[src/wdt_pkg.sv]
// Purpose: Shared constants and types for the watchdog/interval timer.
// Assumes: 200 MHz clk_sys and byte-addressed internal bus.
// Notes: How it works is summarised below.
// How it works
// RULE_01: Byte reads: control B8, counter B9, reset-control BB.
// RULE_02: Watchdog mode when mode select and enable.
// RULE_03: Software reloads counter before it overflows.
// RULE_04: Watchdog overflow drives output low 128 cycles.
// RULE_05: Reset enable gives 512-cycle chip reset, kind selectable.
// RULE_06: Pin reset wins and clears watchdog flag.
// RULE_07: Interval mode overflow requests timer interrupt.
// RULE_08: Interval overflow sets interval flag with interrupt.
// RULE_09: Watchdog overflow sets watchdog flag with output.
// RULE_10: Standby refused while timer enable is set.
// RULE_11: Software picks interval covering oscillator settling.
// RULE_12: NMI in standby counts; wrap ends standby.
// RULE_13: Counter write beats coincident count pulse.
// RULE_14: Stop timer before changing prescaler select.
// RULE_15: Stop timer before switching timer mode.
// RULE_16: Never loop overflow output into own reset.
// RULE_17: Without reset enable, overflow clears counter and control.
// RULE_18: Keyed word writes: 5A counter, A5 control.
// RULE_19: Reset-control keys: A5 clears flag, 5A configures.
// RULE_20: Prescaler selects divide 2 through 8192.
// RULE_21: Disabled timer holds counter at zero.
// RULE_22: Counter increments per prescaled pulse, wraps FF.
package wdt_pkg;
  localparam int ADDR_WIDTH = 28;
  localparam logic [27:0] ADDR_CTRL = 28'h5ffffb8;
  localparam logic [27:0] ADDR_COUNTER_RD = 28'h5ffffb9;
  localparam logic [27:0] ADDR_RSTCTRL_WR = 28'h5ffffba;
  localparam logic [27:0] ADDR_RSTCTRL_RD = 28'h5ffffbb;
  localparam logic [7:0] KEY_COUNTER = 8'h5a;
  localparam logic [7:0] KEY_CONTROL = 8'ha5;
  localparam logic [7:0] RCTL_CLEAR_DATA = 8'h00;
  localparam logic [7:0] COUNTER_RESET = 8'h00;
  localparam logic [7:0] COUNTER_MAX = 8'hff;
  localparam logic [7:0] CTRL_RESERVED = 8'h18;
  localparam logic [7:0] RCTL_RESERVED = 8'h1f;
  localparam logic [2:0] PRESC_RESET = 3'h0;
  localparam int CTRL_OVF_BIT = 7;
  localparam int CTRL_MODE_BIT = 6;
  localparam int CTRL_TME_BIT = 5;
  localparam int RCTL_WATCHDOG_OVERFLOW_FLAG_BIT = 7;
  localparam int RCTL_CHIP_RST_ON_OVERFLOW_EN_BIT = 6;
  localparam int RCTL_RST_KIND_SELECT_BIT = 5;
  localparam int OVF_PULSE_CYCLES = 128;
  localparam int CHIP_RST_CYCLES = 512;
  localparam int PRESC_WIDTH = 13;
  // Divide ratio as a power of two, per select code
  localparam logic [3:0] PRESC_EXP [0:7] = '{4'h1, 4'h6, 4'h7, 4'h8, 4'h9, 4'ha, 4'hc, 4'hd};
  typedef enum logic [2:0] {
    ST_RUN = 3'b001,
    ST_STANDBY = 3'b010,
    ST_WAKE = 3'b100
  } wdt_standby_t;
endpackage : wdt_pkg

[src/wdt_presc_if.sv]
// Purpose: Carries run, select and tick between timer and prescaler.
// Assumes: Single clk_sys domain.
// Notes: Tick is a one-cycle pulse.
`timescale 1ns/10ps
interface wdt_presc_if;
  logic run;
  logic [2:0] sel;
  logic tick;
  modport ctrl (output run, output sel, input tick);
  modport presc (input run, input sel, output tick);
endinterface : wdt_presc_if

[src/wdt_prescaler.sv]
// Purpose: Divides clk_sys into the selected count pulse.
// Assumes: Select is stable while running.
// Notes: Divider clears while stopped so intervals start clean.
`timescale 1ns/10ps
module wdt_prescaler (
  input wire logic clk_sys,
  input wire logic srst,
  wdt_presc_if.presc pif
);
  logic [wdt_pkg::PRESC_WIDTH-1:0] divCount;
  logic [wdt_pkg::PRESC_WIDTH-1:0] divMask;

  // RULE_20: ratio from select
  assign divMask = wdt_pkg::PRESC_WIDTH'((14'h1 << wdt_pkg::PRESC_EXP[pif.sel]) - 14'h1);
  assign pif.tick = pif.run && ((divCount & divMask) == divMask);

  // Free divider, held at zero when stopped
  always_ff @(posedge clk_sys) begin
    if (srst || !pif.run) begin
      divCount <= '0;
    end else begin
      divCount <= divCount + 1'b1;
    end
  end
endmodule : wdt_prescaler

[src/wdt_pulse_timer.sv]
// Purpose: Stretches a start pulse into a level of fixed length.
// Assumes: Start is a one-cycle pulse on clk_sys.
// Notes: A start while active is ignored.
`timescale 1ns/10ps
module wdt_pulse_timer #(
  parameter int CYCLES = 128
) (
  input wire logic clk_sys,
  input wire logic clear,
  input wire logic start,
  output logic active
);
  localparam int CW = $clog2(CYCLES + 1);
  logic [CW-1:0] remain;

  // Active for exactly CYCLES cycles after start
  always_ff @(posedge clk_sys) begin
    if (clear) begin
      active <= 1'b0;
      remain <= '0;
    end else if (!active && start) begin
      active <= 1'b1;
      remain <= CW'(CYCLES - 1);
    end else if (active) begin
      if (remain == '0) begin
        active <= 1'b0;
      end else begin
        remain <= remain - 1'b1;
      end
    end
  end
endmodule : wdt_pulse_timer

[src/wdt_watchdog_unit.sv]
// Purpose: Eight-bit watchdog / interval timer with keyed registers.
// Assumes: Bus write strobe marks the final bus state of a write.
// Notes: Read data arrives one cycle after the read strobe.
`timescale 1ns/10ps
module wdt_watchdog_unit (
  input wire logic clk_sys,
  input wire logic srst,
  input wire logic hwRstPinN,
  input wire logic [27:0] busAddr,
  input wire logic busWrite,
  input wire logic busRead,
  input wire logic busWordAccess,
  input wire logic [15:0] busWdata,
  output logic [7:0] busRdata,
  output logic busRvalid,
  input wire logic standbyReq,
  input wire logic nmiReq,
  output logic overflowOutN,
  output logic chipRstOut,
  output logic chipRstManual,
  output logic intervalTimerIrq,
  output logic standbyActive,
  output logic standbyRefused,
  output logic chipClockEn
);
  // Pin reset synchroniser
  logic pinMeta;
  logic pinSync;
  logic pinRst;
  logic unitRst;

  // Register state
  logic [7:0] counter;
  logic intervalOverflowFlag;
  logic watchdogModeSelect;
  logic timerEnableBit;
  logic [2:0] prescaleSelect;
  logic watchdogOverflowFlag;
  logic chipRstOnOverflowEn;
  logic rstKindSelect;

  // Decode and events
  logic wordWr;
  logic [7:0] wrKey;
  logic [7:0] wrData;
  logic counterWr;
  logic controlWr;
  logic flagClearWr;
  logic rstCfgWr;
  logic countRun;
  logic overflow;
  logic wdOverflow;
  logic itOverflow;
  logic wakeOverflow;
  logic standbyEnter;
  logic ovfPulseActive;
  logic chipRstActive;
  logic [7:0] controlView;
  logic [7:0] rstCtrlView;

  wdt_pkg::wdt_standby_t stbState;
  wdt_pkg::wdt_standby_t next_stbState;

  wdt_presc_if pif ();

  // Pin level passes two flops before use
  always_ff @(posedge clk_sys) begin
    if (srst) begin
      pinMeta <= 1'b1;
      pinSync <= 1'b1;
    end else begin
      pinMeta <= hwRstPinN;
      pinSync <= pinMeta;
    end
  end

  assign pinRst = !pinSync;
  assign unitRst = srst || pinRst;

  // RULE_18: keyed word writes only
  assign wordWr = busWrite && busWordAccess;
  assign wrKey = busWdata[15:8];
  assign wrData = busWdata[7:0];
  assign counterWr = wordWr && (busAddr == wdt_pkg::ADDR_CTRL) && (wrKey == wdt_pkg::KEY_COUNTER);
  assign controlWr = wordWr && (busAddr == wdt_pkg::ADDR_CTRL) && (wrKey == wdt_pkg::KEY_CONTROL);

  // RULE_19: reset-control key split
  assign flagClearWr = wordWr && (busAddr == wdt_pkg::ADDR_RSTCTRL_WR) && (wrKey == wdt_pkg::KEY_CONTROL)
                       && (wrData == wdt_pkg::RCTL_CLEAR_DATA);
  assign rstCfgWr = wordWr && (busAddr == wdt_pkg::ADDR_RSTCTRL_WR) && (wrKey == wdt_pkg::KEY_COUNTER);

  // RULE_12: wake phase counts with enable clear
  assign countRun = timerEnableBit || (stbState == wdt_pkg::ST_WAKE);

  assign pif.run = countRun;
  assign pif.sel = prescaleSelect;

  wdt_prescaler u_presc (
    .clk_sys(clk_sys),
    .srst(unitRst),
    .pif(pif)
  );

  // RULE_13: write suppresses coincident wrap
  assign overflow = countRun && pif.tick && (counter == wdt_pkg::COUNTER_MAX) && !counterWr;
  // RULE_02: watchdog mode decode
  assign wdOverflow = overflow && watchdogModeSelect && timerEnableBit;
  // RULE_07: interval mode decode
  assign itOverflow = overflow && !watchdogModeSelect && timerEnableBit;
  assign wakeOverflow = overflow && (stbState == wdt_pkg::ST_WAKE);

  // RULE_22: count up on each tick
  always_ff @(posedge clk_sys) begin
    if (unitRst || wdOverflow) begin
      counter <= wdt_pkg::COUNTER_RESET;
    end else if (!countRun) begin
      // RULE_21: held at zero
      counter <= wdt_pkg::COUNTER_RESET;
    end else if (counterWr) begin
      counter <= wrData;
    end else if (pif.tick) begin
      counter <= counter + 8'h01;
    end
  end

  // RULE_17: overflow reinitialises control state
  always_ff @(posedge clk_sys) begin
    if (unitRst || wdOverflow) begin
      watchdogModeSelect <= 1'b0;
      timerEnableBit <= 1'b0;
      prescaleSelect <= wdt_pkg::PRESC_RESET;
    end else if (controlWr) begin
      watchdogModeSelect <= wrData[wdt_pkg::CTRL_MODE_BIT];
      timerEnableBit <= wrData[wdt_pkg::CTRL_TME_BIT];
      prescaleSelect <= wrData[2:0];
    end
  end

  // RULE_08: interval flag, set beats clear
  always_ff @(posedge clk_sys) begin
    if (unitRst || wdOverflow) begin
      intervalOverflowFlag <= 1'b0;
    end else if (itOverflow) begin
      intervalOverflowFlag <= 1'b1;
    end else if (controlWr && !wrData[wdt_pkg::CTRL_OVF_BIT]) begin
      intervalOverflowFlag <= 1'b0;
    end
  end

  // RULE_07: level request while flag set
  assign intervalTimerIrq = intervalOverflowFlag;

  // RULE_06: pin reset clears watchdog flag
  always_ff @(posedge clk_sys) begin
    if (unitRst || standbyEnter) begin
      watchdogOverflowFlag <= 1'b0;
    end else if (wdOverflow) begin
      // RULE_09: flag with overflow output
      watchdogOverflowFlag <= 1'b1;
    end else if (flagClearWr) begin
      watchdogOverflowFlag <= 1'b0;
    end
  end

  // Reset options survive the watchdog's own reset
  always_ff @(posedge clk_sys) begin
    if (unitRst || standbyEnter) begin
      chipRstOnOverflowEn <= 1'b0;
      rstKindSelect <= 1'b0;
    end else if (rstCfgWr) begin
      chipRstOnOverflowEn <= wrData[wdt_pkg::RCTL_CHIP_RST_ON_OVERFLOW_EN_BIT];
      rstKindSelect <= wrData[wdt_pkg::RCTL_RST_KIND_SELECT_BIT];
    end
  end

  // RULE_04: 128-cycle overflow output
  wdt_pulse_timer #(
    .CYCLES(wdt_pkg::OVF_PULSE_CYCLES)
  ) u_ovf_pulse (
    .clk_sys(clk_sys),
    .clear(unitRst),
    .start(wdOverflow),
    .active(ovfPulseActive)
  );

  // RULE_05: 512-cycle chip reset when enabled
  wdt_pulse_timer #(
    .CYCLES(wdt_pkg::CHIP_RST_CYCLES)
  ) u_chip_rst (
    .clk_sys(clk_sys),
    .clear(unitRst),
    .start(wdOverflow && chipRstOnOverflowEn),
    .active(chipRstActive)
  );

  assign overflowOutN = !ovfPulseActive;
  assign chipRstOut = chipRstActive;

  // Kind is frozen at the overflow so a later write cannot change it
  always_ff @(posedge clk_sys) begin
    if (unitRst) begin
      chipRstManual <= 1'b0;
    end else if (wdOverflow && chipRstOnOverflowEn && !chipRstActive) begin
      chipRstManual <= rstKindSelect;
    end
  end

  // RULE_10: standby only with timer stopped
  assign standbyEnter = (stbState == wdt_pkg::ST_RUN) && standbyReq && !timerEnableBit;

  // Standby sequencing
  always_comb begin
    next_stbState = stbState;
    case (stbState)
      wdt_pkg::ST_RUN: begin
        if (standbyEnter) begin
          next_stbState = wdt_pkg::ST_STANDBY;
        end
      end
      wdt_pkg::ST_STANDBY: begin
        if (nmiReq) begin
          next_stbState = wdt_pkg::ST_WAKE;
        end
      end
      wdt_pkg::ST_WAKE: begin
        // RULE_12: wrap ends standby
        if (wakeOverflow) begin
          next_stbState = wdt_pkg::ST_RUN;
        end
      end
      default: begin
        next_stbState = wdt_pkg::ST_RUN;
      end
    endcase
  end

  always_ff @(posedge clk_sys) begin
    if (unitRst) begin
      stbState <= wdt_pkg::ST_RUN;
    end else begin
      stbState <= next_stbState;
    end
  end

  // RULE_10: refusal reported as a pulse
  always_ff @(posedge clk_sys) begin
    if (unitRst) begin
      standbyRefused <= 1'b0;
    end else begin
      standbyRefused <= (stbState == wdt_pkg::ST_RUN) && standbyReq && timerEnableBit;
    end
  end

  assign standbyActive = (stbState != wdt_pkg::ST_RUN);
  assign chipClockEn = (stbState == wdt_pkg::ST_RUN);

  // Read views; reserved bits read as one
  always_comb begin
    controlView = wdt_pkg::CTRL_RESERVED;
    controlView[wdt_pkg::CTRL_OVF_BIT] = intervalOverflowFlag;
    controlView[wdt_pkg::CTRL_MODE_BIT] = watchdogModeSelect;
    controlView[wdt_pkg::CTRL_TME_BIT] = timerEnableBit;
    controlView[2:0] = prescaleSelect;
    rstCtrlView = wdt_pkg::RCTL_RESERVED;
    rstCtrlView[wdt_pkg::RCTL_WATCHDOG_OVERFLOW_FLAG_BIT] = watchdogOverflowFlag;
    rstCtrlView[wdt_pkg::RCTL_CHIP_RST_ON_OVERFLOW_EN_BIT] = chipRstOnOverflowEn;
    rstCtrlView[wdt_pkg::RCTL_RST_KIND_SELECT_BIT] = rstKindSelect;
  end

  // RULE_01: byte reads at three addresses
  always_ff @(posedge clk_sys) begin
    if (unitRst) begin
      busRdata <= 8'h00;
      busRvalid <= 1'b0;
    end else begin
      busRvalid <= busRead && !busWordAccess;
      if (busRead && !busWordAccess) begin
        case (busAddr)
          wdt_pkg::ADDR_CTRL: busRdata <= controlView;
          wdt_pkg::ADDR_COUNTER_RD: busRdata <= counter;
          wdt_pkg::ADDR_RSTCTRL_RD: busRdata <= rstCtrlView;
          default: busRdata <= 8'h00;
        endcase
      end
    end
  end
endmodule : wdt_watchdog_unit

[config.mk]
export PLATFORM = sky130hd
export DESIGN_NAME = wdt_watchdog_unit
export DESIGN_NICKNAME = d
export VERILOG_FILES = /design/src/wdt_pkg.sv /design/src/wdt_presc_if.sv /design/src/wdt_prescaler.sv /design/src/wdt_pulse_timer.sv /design/src/wdt_watchdog_unit.sv
export SDC_FILE = /design/constraint.sdc
export NUM_CORES = 1
export LEC_CHECK = 0
export BUFFER_PORTS_ARGS = -buffer_cell sky130_fd_sc_hd__clkbuf_2
export CORE_ASPECT_RATIO = 1.2
export CORE_MARGIN = 1
export CORE_UTILIZATION = 40
export CTS_CLUSTER_DIAMETER = 80
export DETAILED_ROUTE_END_ITERATION = 10
export PLACE_DENSITY_LB_ADDON = 0.12
export SYNTH_ARGS = -nofsm -noshare
export SYNTH_HDL_FRONTEND = slang
export SYNTH_SLANG_ARGS = --single-unit
[constraint.sdc]
create_clock -name clk_sys -period 3.9 [get_ports clk_sys]
set_clock_uncertainty 0.2 [all_clocks]
set_input_delay 0.78 -clock clk_sys [delete_from_list [all_inputs] [get_ports clk_sys]]
set_output_delay 0.78 -clock clk_sys [all_outputs]
set_load 0.02 [all_outputs]
# After elaboration in Yosys (flattened, before gate mapping)
# Memory sizes are Yosys's and may differ from the RTL's.
# Cells that the tools add are included.
# op_classes
n_eq_ne	17
n_reduce_logical	55
shifts	1
n_bitwise	5
muxes	25
add_sub_neg	5
magnitude_cmp	1
# op_table
op	n
$eq A28 B27 Y1 const B	4
$mux W9	3
$logic_and A1 B1 Y1	25
$pmux W8 S3	1
$mux W7	3
$eq A8 B8 Y1 const B	2
$logic_not A8 Y1	2
$mux W8	2
$add A13 B1 Y13 const B	1
$and A13 B13 Y13	1
$eq A13 B13 Y1	1
$shl A1 B4 Y13 const A	1
$sub A13 B1 Y13 const B	1
$logic_not A10 Y1	1
$mux W1	10
$reduce_bool A2 Y1	5
$sub A10 B1 Y10 const B	1
$logic_not A1 Y1	9
$mux W3	3
$pmux W3 S3	1
$add A8 B1 Y8 const B	1
$eq A8 B7 Y1 const B	1
$mux W4	2
$reduce_and A2 Y1	4
other kinds (13)	24
# totals
wordCells	132
memories	1
input_bits	52
regBits	66
rom_bits	32
output_inout_bits	16
# mem_list
name	depth	word_bits	read_ports	rd_clocked_by_memory_dff	write_ports	line	text
(no name shown)	8	4	1	0	0	wdt_prescaler.sv:14	assign divMask = wdt_pkg::PRESC_WIDTH'((14'h1 << wdt_pkg::PRESC_EXP[pif.sel]) - 14'h1);

# Longest topological paths before layout
# depth
ltp_word	18
ltp_mapped	11
depth_no_buf	10

# Cells and area by module
# A second synthesis with hierarchy kept.
# unflattened
hier_cells	425
area_unflattened_um2	3698.5
# by_module_without_submodules
mod	seq_area_each_um2	cells_per_inst	area_per_inst_um2	instances
wdt_watchdog_unit	660.6	208	1819.2	1
wdt_prescaler	260.2	92	767.0	1
wdt_pulse_timer (u_chip_rst)	220.2	66	604.3	1
wdt_pulse_timer (u_ovf_pulse)	180.2	59	508.0	1

# Least setup slack after synthesis
# No wires, ideal clock.
# synth_path
kind	flip-flop to flip-flop
from	register prescaleSelect[1] (netlist: pif.sel[1])
to	register counter[4]
path_buffers	0
slack_ps	853
setup_ps	79
t_required_ps	3621
period_less_slack_ps	3047
stages_incl_launch_ff	11
t_arrival_ps	2768
path_cell_list	dfxtp_1 -> inv_1 -> ha_1 -> nor3b_2 -> nand2_1 -> ha_1 -> o221ai_1 -> or3b_1 -> or4_4 -> xor2_1 -> a211oi_2
# synth_via
elab_chain_cells	16
elab_cells_between_ends	17
classes_between	add/sub: 1; eq/ne: 1; shift: 1; mux: 2; bitwise: 2; reduce/logical: 9; memory: 1
# synth_lines
element	line	text
start: declaration	wdt_watchdog_unit.sv:37	logic [2:0] prescaleSelect;
start signal: assignment	wdt_watchdog_unit.sv:131	prescaleSelect <= wdt_pkg::PRESC_RESET;
start signal: assignment	wdt_watchdog_unit.sv:135	prescaleSelect <= wrData[2:0];
$not A3 Y4 (implied by the code) (*)	wdt_prescaler.sv:14	
$mem_v2 Z8 W4 (*)	n/a	
$mux W4 (implied by the code) (*) (2 in a row)	wdt_prescaler.sv:14	
$shl A1 B4 Y13 (*)	wdt_prescaler.sv:14	
$sub A13 B1 Y13 (*)	wdt_prescaler.sv:14	
$and A13 B13 Y13	wdt_prescaler.sv:15	assign pif.tick = pif.run && ((divCount & divMask) == divMask);
$eq A13 B13 Y1 (*)	wdt_prescaler.sv:15	
$logic_and A1 B1 Y1 (*)	wdt_prescaler.sv:15	
$logic_and A1 B1 Y1 (3 in a row)	wdt_watchdog_unit.sv:105	assign overflow = countRun && pif.tick && (counter == wdt_pkg::COUNTER_MAX) && !counterWr;
$logic_and A1 B1 Y1 (2 in a row)	wdt_watchdog_unit.sv:107	assign wdOverflow = overflow && watchdogModeSelect && timerEnableBit;
$logic_or A1 B1 Y1	wdt_watchdog_unit.sv:114	if (unitRst || wdOverflow) begin
$reduce_or A2 Y1 (no source line)	n/a	
end signal: assignment	wdt_watchdog_unit.sv:115	counter <= wdt_pkg::COUNTER_RESET;
end signal: assignment	wdt_watchdog_unit.sv:118	counter <= wdt_pkg::COUNTER_RESET;
end signal: assignment	wdt_watchdog_unit.sv:120	counter <= wrData;
end: declaration	wdt_watchdog_unit.sv:33	logic [7:0] counter;
# Mark *: on every way between the ends. The rest lies on a longest branch, timed or not. The select of a mux whose other input is x is not followed.
# A chain may end at the register's enable or synchronous reset.

# Worst setup path after layout
# layout_path
from	register prescaleSelect[1] (netlist: pif.sel[1])
to	register watchdogModeSelect
# layout_via
elab_chain_cells	15
# layout_lines
element	line	text
$not A3 Y4 (implied by the code) (*)	wdt_prescaler.sv:14	
$mem_v2 Z8 W4 (*)	n/a	
$mux W4 (implied by the code) (*) (2 in a row)	wdt_prescaler.sv:14	
$shl A1 B4 Y13 (*)	wdt_prescaler.sv:14	
$sub A13 B1 Y13 (*)	wdt_prescaler.sv:14	
$and A13 B13 Y13	wdt_prescaler.sv:15	
$eq A13 B13 Y1 (*)	wdt_prescaler.sv:15	
$logic_and A1 B1 Y1 (*)	wdt_prescaler.sv:15	
$logic_and A1 B1 Y1 (*) (3 in a row)	wdt_watchdog_unit.sv:105	
$logic_and A1 B1 Y1 (*) (2 in a row)	wdt_watchdog_unit.sv:107	
$logic_or A1 B1 Y1 (*)	wdt_watchdog_unit.sv:128	if (unitRst || wdOverflow) begin
end signal: assignment	wdt_watchdog_unit.sv:133	watchdogModeSelect <= wrData[wdt_pkg::CTRL_MODE_BIT];
end: declaration	wdt_watchdog_unit.sv:35	logic watchdogModeSelect;
# Marks and branches as above.

==> metrics.md <==
| Metric | Value |
|---|---|
| Run status | `completed` |
| Leakage power summed over all cells | `1.63 nW` |
| Slew at the pin closest to its max-slew limit | `0.648 ns` |
| Number of placement rows | `37` |
| Count of TritonRoute iterations in the first routing pass | `4` |
| Synth Instances | `approximately 400` |
| Hold-fix buffers at CTS | `0` |
| Initial cell density of the core | `roughly 41%` |
| Aggregate routed wire length | `between 8000 and 9000 um` |
| Antenna diodes | `0` |
| Die H | `105 um` |
| Synth Cell Area | `~3500 um2` |
| Antenna violations before repair | `0` |
| Critical path capture point type | `flip-flop` |
| Number of warnings issued by yosys | `0` |
| Worst endpoint required time | `3.92 ns` |
| Fin nets | `533` |
| Vias | `approximately 3200` |
| Number of H-tree levels | `3` |
| WL/cell | `~14 um` |
| Synth unique cells | `63` |
| Clock-pin slew on the worst setup and hold paths | `approximately 0.07 ns` |
| Iteration-0 DRC count of the detailed router | `around 120` |
| Clock root cell | `sky130_fd_sc_hd__clkbuf_8` |
| Count of pins on the block boundary | `68` |
| Area share of the largest cell type after synthesis | `a little under two fifths` |
| RSZ-0062 raised after global routing | `false` |
| Fillers | `868` |
| Number of hold violations in the final report | `0` |
| Final setup TNS | `0 ns` |
| Setup slack, reg-to-reg | `~0.39 ns` |
| Die X-Extent | `between 80 and 90 um` |
| Via density per instance | `roughly 5.3` |
| Via count of the first global-routing pass | `roughly 3000` |
| Clock tree from TritonCTS | `done` |
| Class of the most critical setup path | `reg -> reg` |
| Max-slew violations | `0` |
| Post-CTS sizing | `0` |
| Total of max-cap violations | `0` |
| Slew HR | `56.7%` |
| Layout area overhead | `18.4%` |
| Worst slack on hold paths | `around 0.22 ns` |
| Library cell with the largest summed area after synthesis | `sky130_fd_sc_hd__dfxtp_1` |
| Maximum clock rate | `about 0.28 GHz` |
| Period utilisation layout | `about 90%` |
| RePlAce Congestion | `0.809` |
| Number of storage elements in the synthesis netlist | `66` |
| Final Non-Filler Cells | `around 600` |
| Worst Slack Setup Final | `~0.39 ns` |
| Most frequently used flop master after synthesis | `sky130_fd_sc_hd__dfxtp_1` |
| Data arrival, critical path | `between 3 and 4 ns` |
| Maximum clock insertion buffer count | `2` |
| Detail Placement HPWL | `6290 um` |
| Net Count, Synth | `466` |
| Clock tree sinks | `66` |
| Startpoint Class | `flip-flop` |
| Inst Count DP | `580` |
| Area enclosed by the die boundary | `9220 um2` |
| Largest cells by area after synthesis | `sky130_fd_sc_hd__dfxtp_1 (37%), sky130_fd_sc_hd__nor2_1 (4.8%), sky130_fd_sc_hd__mux2i_1 (4.2%)` |
| Placement-stage worst setup slack | `~0.45 ns` |
| Setup Viol. Count Final | `0` |
| Remaining antenna violation count after routing | `0` |
| Sequential cell area | `about 1300 um2` |
| Area occupied by multi-input gates | `2080 um2` |
| Sequential cell area fraction in the yosys report | `37.4%` |
| IR drop worst, VDD | `between 0.15 and 0.2 mV` |
| First-pass GRT wire length | `roughly 14000 um` |
| Drt drc | `0` |
| Design Power | `~1.4 mW` |
| Clk Latency, worst-skew pair | `about 0.35 ns` |
| Largest net degree at the start of global routing | `32` |
| Quantity of I/O buffers inserted on ports | `between 60 and 70` |
| Post-synth EDFFs | `0` |
| Number of buffers created by CTS | `9` |
| Power per cell area | `between 300 and 400 nW/um2` |
| Standard cell core area | `between 8000 and 9000 um2` |
| Global Route Usage Sum | `between 10% and 20%` |
| Maximum fanout along the worst path | `9` |
| # Post-CTS Setup Buffers | `0` |
| Gr ovfl total | `0` |
| FFs w/ async S/R, synth | `0%` |
| Shortest clock period the worst path allows after layout | `3.51 ns` |
| Syn avg cell area | `slightly below 9 um2` |
| Layout cell share with drive strength beyond 1 | `23.2%` |
| Type of the most critical hold path | `reg -> reg` |
-- layer usage --
layer	vias up	track usage, %	part of all wire (%)
li1	1591	-	-
met2	47	33.0	49
met5	-	0	0
met1	1511	24.1	46
met3	12	3.55	2.8
met4	0	7.14	1.5
-- power by group --
group / internal, mW / switching (mW) / total (mW) / leakage (nW)
Combinational: 0.0321 / 0.0413 / 0.0733 / 0.985
Sequential: 0.676 / 0.00234 / 0.679 / 0.532
Clock: 0.424 / 0.270 / 0.695 / 0.114
Total: 1.13 / 0.314 / 1.45 / 1.63
-- cell type report --
type | count | area share (%)
Multi-Input combinational cell | 315 | 49.6
Clock buffer | 11 | 3.14
Tap cell | 117 | 3.50
Inverter | 11 | 0.986
Clock inverter | 5 | 2.45
Sequential cell | 66 | 31.6
Timing Repair Buffer | 71 | 8.73
-- sequential cells by signal, indices dropped and copies added (netlist names), 3 cells and up --
name	cells
busRdata	8
counter	8
pif.sel	3
stbState	3
u_chip_rst.remain	10
u_ovf_pulse.remain	8
u_presc.divCount	13
-- cell usage after synthesis (3+ instances only) --
library cell	number
sky130_fd_sc_hd__a21oi_1	29
sky130_fd_sc_hd__o211ai_1	4
sky130_fd_sc_hd__buf_6	3
sky130_fd_sc_hd__and2_1	4
sky130_fd_sc_hd__xnor2_1	17
sky130_fd_sc_hd__nand3_1	18
sky130_fd_sc_hd__xor2_1	11
sky130_fd_sc_hd__nor2b_1	6
sky130_fd_sc_hd__or4_1	7
sky130_fd_sc_hd__nand2b_1	12
sky130_fd_sc_hd__or3_1	3
sky130_fd_sc_hd__or2_2	5
sky130_fd_sc_hd__nor4_1	9
sky130_fd_sc_hd__nor2_1	45
sky130_fd_sc_hd__nand2_1	28
sky130_fd_sc_hd__and3_1	6
sky130_fd_sc_hd__clkbuf_1	7
sky130_fd_sc_hd__nor3_1	9
sky130_fd_sc_hd__o21ai_0	16
sky130_fd_sc_hd__nor3b_1	3
sky130_fd_sc_hd__ha_1	7
sky130_fd_sc_hd__inv_1	11
sky130_fd_sc_hd__nand4bb_1	3
sky130_fd_sc_hd__a211oi_1	8
sky130_fd_sc_hd__nand4_1	6
sky130_fd_sc_hd__dfxtp_1	66
sky130_fd_sc_hd__mux2i_1	15
-- cell usage in the layout (no fill, tap or decap), drive strengths merged, types with 9 or more instances in the layout --
| cell type | instances |
|---|---|
| clkbuf | 78 |
| dfxtp | 66 |
| nor2 | 45 |
| a21oi | 29 |
| nand2 | 28 |
| nand3 | 18 |
| o21ai | 18 |
| xnor2 | 17 |
| mux2i | 15 |
| nand2b | 12 |
| inv | 11 |
| xor2 | 11 |
| nor3 | 10 |
| nand4 | 10 |
| nor4 | 9 |
| a211oi | 9 |
-- kinds of logic after synthesis --
| group | after synthesis | synth area share (%) |
|---|---|---|
| adders and majority gates | 7 | 2.48 |
| AOI/OAI and AO/OA | 76 | 13.8 |
| muxes | 16 | 4.56 |
| and+or+nand+nor | 188 | 31.0 |
| DFF | 66 | 37.4 |
| xor gates and xnor gates | 28 | 6.94 |
| buffers and inverters | 26 | 3.86 |
-- through the flow --
stage | utilization [%] | cell area, um2
2_1_floorplan | - | 3540
3_3_place_gp | 46.2 | 3950
3_5_place_dp | 46.2 | 3950
4_1_cts | 48.9 | 4190
5_1_grt | 48.9 | 4190
6_report | 48.9 | 4190
-- worst max-delay path: stages, from the launching register on --
cell and delay, ns:
sky130_fd_sc_hd__dfxtp_1 0.47, sky130_fd_sc_hd__inv_1 0.12, sky130_fd_sc_hd__ha_1 0.38, sky130_fd_sc_hd__nor3b_2 0.27, sky130_fd_sc_hd__nand2_1 0.12, sky130_fd_sc_hd__ha_1 0.31
sky130_fd_sc_hd__o221ai_1 0.14, sky130_fd_sc_hd__or3b_1 0.44, sky130_fd_sc_hd__or3_4 0.39, sky130_fd_sc_hd__o21ai_1 0.45, sky130_fd_sc_hd__nor2_1 0.10
-- worst paths after layout --
kind / start / to / depth (start not counted)
setup / recovery: pif.sel[1] / watchdogModeSelect / 10
hold / removal: pinMeta / pinSync / 1
setup reg to reg: pif.sel[1] / watchdogModeSelect / 10
hold reg to reg: pinMeta / pinSync / 1
(Power assumes the default switching activity.)
